[config.mk]
export PLATFORM = sky130hd
export DESIGN_NAME = wts_trigger
export DESIGN_NICKNAME = d
export VERILOG_FILES = /design/src/pkg/wts_pkg.sv /design/src/core/wts_sync2.sv /design/src/core/wts_trigger.sv
export VERILOG_INCLUDE_DIRS = /design/src /design/src/pkg
export SDC_FILE = /design/constraint.sdc
export NUM_CORES = 1
export LEC_CHECK = 0
export ABC_AREA = 1
export ABC_CLOCK_PERIOD_IN_PS = 2100
export BUFFER_PORTS_ARGS = -buffer_cell sky130_fd_sc_hd__buf_4
export CORE_MARGIN = 2
export CORE_UTILIZATION = 40
export DETAILED_ROUTE_END_ITERATION = 10
export PLACE_DENSITY = 0.67
export SYNTH_ARGS = -nofsm -noshare
export SYNTH_HDL_FRONTEND = slang
export SYNTH_SLANG_ARGS = --single-unit
[constraint.sdc]
create_clock -name sys_clk_i -period 2.1 [get_ports sys_clk_i]
set_input_delay 0.42 -clock sys_clk_i [delete_from_list [all_inputs] [get_ports sys_clk_i]]
set_output_delay 0.42 -clock sys_clk_i [all_outputs]
set_load 0.02 [all_outputs]
[src/pkg/wts_map.svh]
`ifndef WTS_MAP_SVH
`define WTS_MAP_SVH

// ------------------------------------------------------------------
// Register map, word addresses on the plain register port
// ------------------------------------------------------------------
`define WTS_REG_CTRL 4'h0
`define WTS_REG_STATUS 4'h1
`define WTS_REG_EVENT 4'h2
`define WTS_REG_CMD 4'h3

// ------------------------------------------------------------------
// Field values and positions
// ------------------------------------------------------------------
// Direction bit value that makes a pin a trigger output
`define WTS_DIR_OUT 1'b0
// Command register bit that issues a software sync
`define WTS_CMD_SYNC_BIT 0
// Reset value of synchronised pin levels
`define WTS_PIN_RST 1'b0
// Reset value of the edge detector history, blocks false edges
`define WTS_HIST_RST 1'b1
// Default geometry
`define WTS_NCH 4
`define WTS_AW 4
`define WTS_DW 16

`endif

[src/pkg/wts_pkg.sv]
`default_nettype none

// ------------------------------------------------------------------
// Types shared by the trigger block
// ------------------------------------------------------------------
package wts_pkg;

    // Per-channel view of the waveform generator
    typedef struct packed {
        logic phase_zero;  // One-cycle pulse at phase 0
        logic phase_mid;   // One-cycle pulse at half period
        logic pulse_mode;  // Channel runs a pulse pattern
        logic pulse_level; // Current level of the pulse pattern
    } wts_gen_s;

    // Per-channel direction of the trigger pin
    typedef enum logic {
        WTS_PIN_OUT,
        WTS_PIN_IN
    } wts_dir_e;

endpackage

`default_nettype wire

[src/core/wts_sync2.sv]
`timescale 1ns/1ps
`default_nettype none

// ------------------------------------------------------------------
// Two-flop synchroniser for asynchronous levels
// ------------------------------------------------------------------
module wts_sync2 #(
    parameter int W = 1,
    parameter logic RST_VAL = 1'b0
) (
    // Clock and reset
    input wire logic sys_clk_i,
    input wire logic sys_rst_i,
    // Levels
    input wire logic [W-1:0] async_i,
    output logic [W-1:0] sync_o
);

    logic [W-1:0] meta_r;
    logic [W-1:0] sync_r;

    // First stage is read only by the second stage
    always_ff @(posedge sys_clk_i) begin
        if (sys_rst_i) begin
            meta_r <= {W{RST_VAL}};
            sync_r <= {W{RST_VAL}};
        end else begin
            meta_r <= async_i;
            sync_r <= meta_r;
        end
    end

    assign sync_o = sync_r;

endmodule // wts_sync2

`default_nettype wire

[src/core/wts_trigger.sv]
// Our own choices: the strobed register port and the register addresses.
`timescale 1ns/1ps
`default_nettype none
`include "wts_map.svh"

module wts_trigger #(
    parameter int NCH = `WTS_NCH,
    parameter int AW = `WTS_AW,
    parameter int DW = `WTS_DW
) (
    // Clock and reset
    input wire logic sys_clk_i,
    input wire logic sys_rst_i,
    input wire logic driver_reset_low_i,
    // Register port
    input wire logic [AW-1:0] reg_addr_i,
    input wire logic [DW-1:0] reg_wdata_i,
    input wire logic reg_wr_i,
    input wire logic reg_rd_i,
    output logic [DW-1:0] reg_rdata_o,
    // Waveform generator side
    input wire wts_pkg::wts_gen_s [NCH-1:0] gen_i,
    output logic [NCH-1:0] restart_o,
    // Trigger pins and shared sync input
    input wire logic [NCH-1:0] channel_trigger_pin_i,
    output logic [NCH-1:0] channel_trigger_pin_o,
    output logic [NCH-1:0] channel_trigger_pin_oe_o,
    input wire logic sync_a_i
);

    // --------------------------------------------------------------
    // Input synchronisation
    // --------------------------------------------------------------
    localparam int SW = NCH + 2;

    logic [SW-1:0] pins_async;
    logic [SW-1:0] pins_sync;
    logic [NCH-1:0] pin_s;
    logic sync_s;
    logic drv_rst_low_s;
    logic rst_int;

    // Every asynchronous level shares one synchroniser bank
    assign pins_async = {driver_reset_low_i, sync_a_i, channel_trigger_pin_i};

    wts_sync2 #(
        .W(SW),
        .RST_VAL(`WTS_PIN_RST)
    ) wts_sync2_i (
        .sys_clk_i(sys_clk_i),
        .sys_rst_i(sys_rst_i),
        .async_i(pins_async),
        .sync_o(pins_sync)
    );

    assign pin_s = pins_sync[NCH-1:0];
    assign sync_s = pins_sync[NCH];
    assign drv_rst_low_s = pins_sync[NCH+1];

    // Pin low or system reset; pin sync resets low so reset is held
    // until the pin is seen high after release
    assign rst_int = sys_rst_i | ~drv_rst_low_s;

    // --------------------------------------------------------------
    // Edge detection
    // --------------------------------------------------------------
    logic [NCH-1:0] pin_hist_r;
    logic sync_hist_r;
    logic [NCH-1:0] pin_rise;
    logic sync_rise;

    // History resets high so a level held through reset is no edge
    always_ff @(posedge sys_clk_i) begin
        if (rst_int) begin
            pin_hist_r <= {NCH{`WTS_HIST_RST}};
            sync_hist_r <= `WTS_HIST_RST;
        end else begin
            pin_hist_r <= pin_s;
            sync_hist_r <= sync_s;
        end
    end

    // Only a low-to-high change counts, never a held level
    assign pin_rise = pin_s & ~pin_hist_r;
    assign sync_rise = sync_s & ~sync_hist_r;

    // --------------------------------------------------------------
    // Register decode
    // --------------------------------------------------------------
    logic wr_ctrl;
    logic wr_event;
    logic wr_cmd;
    logic rd_ctrl;
    logic rd_status;
    logic rd_event;
    logic soft_sync;

    // Plain address compare, no wait states
    assign wr_ctrl = reg_wr_i && (reg_addr_i == `WTS_REG_CTRL);
    assign wr_event = reg_wr_i && (reg_addr_i == `WTS_REG_EVENT);
    assign wr_cmd = reg_wr_i && (reg_addr_i == `WTS_REG_CMD);
    assign rd_ctrl = reg_rd_i && (reg_addr_i == `WTS_REG_CTRL);
    assign rd_status = reg_rd_i && (reg_addr_i == `WTS_REG_STATUS);
    assign rd_event = reg_rd_i && (reg_addr_i == `WTS_REG_EVENT);
    assign soft_sync = wr_cmd && reg_wdata_i[`WTS_CMD_SYNC_BIT];

    // --------------------------------------------------------------
    // Direction register
    // --------------------------------------------------------------
    logic [NCH-1:0] dir_r;
    logic [NCH-1:0] dir_nxt;

    assign dir_nxt = wr_ctrl ? reg_wdata_i[NCH-1:0] : dir_r;

    // All pins come up as trigger outputs
    always_ff @(posedge sys_clk_i) begin
        if (rst_int) begin
            dir_r <= {NCH{`WTS_DIR_OUT}};
        end else begin
            dir_r <= dir_nxt;
        end
    end

    // --------------------------------------------------------------
    // Restart generation
    // --------------------------------------------------------------
    logic [NCH-1:0] shared_req;
    logic [NCH-1:0] restart_nxt;
    logic [NCH-1:0] restart_r;

    // Shared sync and soft sync reach only output-mode channels
    assign shared_req = {NCH{sync_rise | soft_sync}} & ~dir_r;
    // Input-mode pins restart their own channel only
    assign restart_nxt = (pin_rise & dir_r) | shared_req;

    // One register for all channels keeps the restart aligned
    always_ff @(posedge sys_clk_i) begin
        if (rst_int) begin
            restart_r <= '0;
        end else begin
            restart_r <= restart_nxt;
        end
    end

    assign restart_o = restart_r;

    // --------------------------------------------------------------
    // Sticky restart flags
    // --------------------------------------------------------------
    logic [NCH-1:0] event_r;
    logic [NCH-1:0] event_clr;
    logic [NCH-1:0] event_nxt;

    // Write one to clear; a restart in the same cycle wins
    assign event_clr = wr_event ? reg_wdata_i[NCH-1:0] : '0;
    assign event_nxt = (event_r & ~event_clr) | restart_nxt;

    always_ff @(posedge sys_clk_i) begin
        if (rst_int) begin
            event_r <= '0;
        end else begin
            event_r <= event_nxt;
        end
    end

    // --------------------------------------------------------------
    // Trigger output per channel
    // --------------------------------------------------------------
    logic [NCH-1:0] trig_r;
    logic [NCH-1:0] trig_nxt;

    for (genvar ch = 0; ch < NCH; ch++) begin : g_trig
        wire logic set_hi;
        wire logic set_lo;

        assign set_hi = gen_i[ch].phase_zero;
        assign set_lo = gen_i[ch].phase_mid;

        // Pulse mode mirrors duty; otherwise zero sets, mid clears;
        // a set and a clear together resolve to high
        assign trig_nxt[ch] = gen_i[ch].pulse_mode ?
            gen_i[ch].pulse_level :
            (set_hi | (trig_r[ch] & ~set_lo));
    end

    always_ff @(posedge sys_clk_i) begin
        if (rst_int) begin
            trig_r <= '0;
        end else begin
            trig_r <= trig_nxt;
        end
    end

    // Pin n carries channel n; driven only in output mode
    assign channel_trigger_pin_o = trig_r & ~dir_r;
    assign channel_trigger_pin_oe_o = ~dir_r;

    // --------------------------------------------------------------
    // Read data
    // --------------------------------------------------------------
    localparam int STW = 2 * NCH + 2;

    logic [STW-1:0] status_word;
    logic [DW-1:0] rdata_nxt;
    logic [DW-1:0] rdata_r;

    // Live state: trigger levels, pin levels, sync and reset pins
    assign status_word = {drv_rst_low_s, sync_s, pin_s, trig_r};

    assign rdata_nxt =
        rd_ctrl ? DW'(dir_r) :
        rd_status ? DW'(status_word) :
        rd_event ? DW'(event_r) :
        '0;

    // Data stand for the one cycle after the read strobe
    always_ff @(posedge sys_clk_i) begin
        if (rst_int) begin
            rdata_r <= '0;
        end else begin
            rdata_r <= rdata_nxt;
        end
    end

    assign reg_rdata_o = rdata_r;

    for (genvar ch = 0; ch < NCH; ch++) begin : g_chk

    end
endmodule // wts_trigger

`default_nettype wire

==> impl_metrics.ini <==
[status]
status = complete, no violations

[detailed_routing]
dr_total_vias = 1406
firstDrtPassIters = 4
drt_iter0_drc = 51
drc = 0
wl_per_cell_um = 10.3
viasPerCell = 4.39
routed_wl_um = 3290
drtAntennaViolNets = 0

[yosys]
ys_types = 18
synthCells = 212
syn_avg_cell_area_sq_um = 7.62
yosys_register_bits = 43
ys_top_cells_by_area = dfxtp_1, inv_1, nand2_1
synth_top_area_frac = 0.533
yosys.area.top_type = dfxtp_1
synth_area_sq_mm = 0.00162
ys_seq_area_frac = 0.533
ys_warn_count = 0

[critical_path]
critical_path_arrival_ns = 1.01
crit_path_end_kind = output port
critPathKind = reg -> out
crit_fanout = 2
start_kind = register
required_ns = 1.68

[global_route]
grt_usage = 0.161
grt_pass1_wl_um = 5320
grt_start_max_net_pins = 15
grt-ovfl-total = 0
antenna_found_initial = 0
grt_pass1_vias = 1228

[sta]
min_period_over_period = 0.680
tightest_slew_ns = 0.533
skew_ns = 0.00419
fmax_mhz = 700
report.final.slew_viol_count = 0
final-hold-violation-count = 0
layout_setup_ws_ns = 0.672
setup_tns_ns = 0
period_needed_ns = 1.43
rsz0062_at_grt = no
relSlewSlack = 0.643
setup_viol = 0

[clocking]
h-tree-depth = 2
numCtsBuffers = 5
cts_tree = done
root_buffer = clkbuf_8
cts_hold_buf = 0
cts_sinks = 43
cts_max_path_buffers = 2
post-cts-setup-buffers = 0
clk-insertion-delay-late_ns = 0.30
clk_pin_slew_ns = 0.08
cts_resized = 0

[placement]
pre_cts_slack_ns = 0.612
gp_congestion = 0.780
hpwlAfterDp_um = 2390
io_buffers = 55

[floorplanning]
fp.dieH_um = 67.5
initial_utilization = 0.410
die_x_um = 67.5
std_cell_rows = 23
dieArea_sq_mm = 0.00456
core_area_sq_mm = 0.00394
boundaryPins = 74

[final_layout]
drive_above_1_share = 0.252
nets = 316
num_antenna_cells = 0
areaGrowthSynthToFinish_pct = 33.5

[pwr]
irDropWorstVdd_uv = 413
powerDensity_mw_per_mm2 = 729
p_leak_uw = 0.00110

[hold_path]
worstHoldPathType = in -> reg

[job]
drv_cap = 0
## routing by layer
metal,global-route usage,share of wire,up-vias
li1,-,-,751
met1,0.203,0.44,603
met2,0.245,0.47,45
met3,0.0450,0.066,7
met4,0.0918,0.022,0
met5,0,0,-
## layout make-up
cell class | instances | area (sq um)
clock buffer | 5 | 68.8
clock inverter | 2 | 37.5
fill | 391 | 1790
inverter | 42 | 158
multi-input combinational | 121 | 541
sequential | 43 | 861
tap | 50 | 62.6
timing repair buffer | 57 | 428
## kinds of logic (layout without fill, tap and decap cells)
group | Yosys count | count (layout) | share of synthesized area
AND/OR/NAND/NOR | 95 | 95 | 0.259
buffers and inverters | 53 | 106 | 0.144
flip-flops | 43 | 43 | 0.533
AO/OA/AOI/OAI | 20 | 20 | 0.0620
other | 1 | 6 | 0.00232
## metrics by stage
| stage | power (uW) | util | hold slack, ns | cells | instance area [sq um] |
|---|---|---|---|---|---|
| after floorplan | 914 | - | 0.388 | 217 | 1630 |
| after global placement | 968 | 0.520 | 0.390 | 313 | 2050 |
| after detailed placement | 970 | 0.520 | 0.395 | 313 | 2050 |
| after CTS | 1590 | 0.547 | 0.309 | 320 | 2160 |
| after global routing | 1630 | 0.547 | 0.334 | 320 | 2160 |
| final | 1570 | 0.547 | 0.318 | 320 | 2160 |
## synthesized netlist by cell type
cell type   n
clkbuf_1    1
buf_4       6
nand2_1    37
inv_1      42
dfxtp_1    43
conb_1      1
nor2_1     36
nor2_2      1
nand3_1     4
buf_6       1
buf_2       3
or2_2       1
nand4_2     1
o21ai_1     4
o21ai_0     8
nor2_4      1
a21oi_1     8
nand4_1    14
## final timing paths
path                       startpoint                        to  slack (ns)  depth (start not counted)
max                         trig_r[2]  channel_trigger_pin_o[2]        0.67                          3
min          channel_trigger_pin_i[2]     wts_sync2_i.meta_r[2]        0.32                          3
max reg2reg     wts_sync2_i.sync_o[5]                  dir_r[0]        0.84                          5
min reg2reg     wts_sync2_i.meta_r[4]     wts_sync2_i.sync_o[4]        0.40                          2
## power by group
group / switching, uW / internal, uW / total (uW)
Clock: 274 / 347 / 622
Combinational: 62.2 / 55.2 / 117
Sequential: 3.86 / 829 / 833
Total: 341 / 1230 / 1570
## flip-flops by register name (all words and copies together), names as in the netlist
register / count
reg_rdata_o: 10
wts_sync2_i.meta_r: 6
wts_sync2_i.sync_o: 6
dir_r: 4
event_r: 4
pin_hist_r: 4
restart_o: 4
trig_r: 4
sync_hist_r: 1
## cells in the final DEF, fill, tap and decap left out
cell         n
nor2_1      36
conb_1       6
dfxtp_1     43
clkbuf_8     5
nor2_2       1
or2_2        1
bufinv_16    1
o21ai_0      8
nor2_4       1
inv_1       42
buf_4       57
clkinvlp_4   1
nand2_1     37
o21ai_1      4
nand4_1     14
nand4_2      1
nand3_1      4
a21oi_1      8
## critical path, stage by stage, from the launching register on
cell     delay, ns
dfxtp_1       0.36
inv_1         0.08
nor2_1        0.12
buf_4         0.16
No activity file was read; power rests on OpenSTA's default activity.
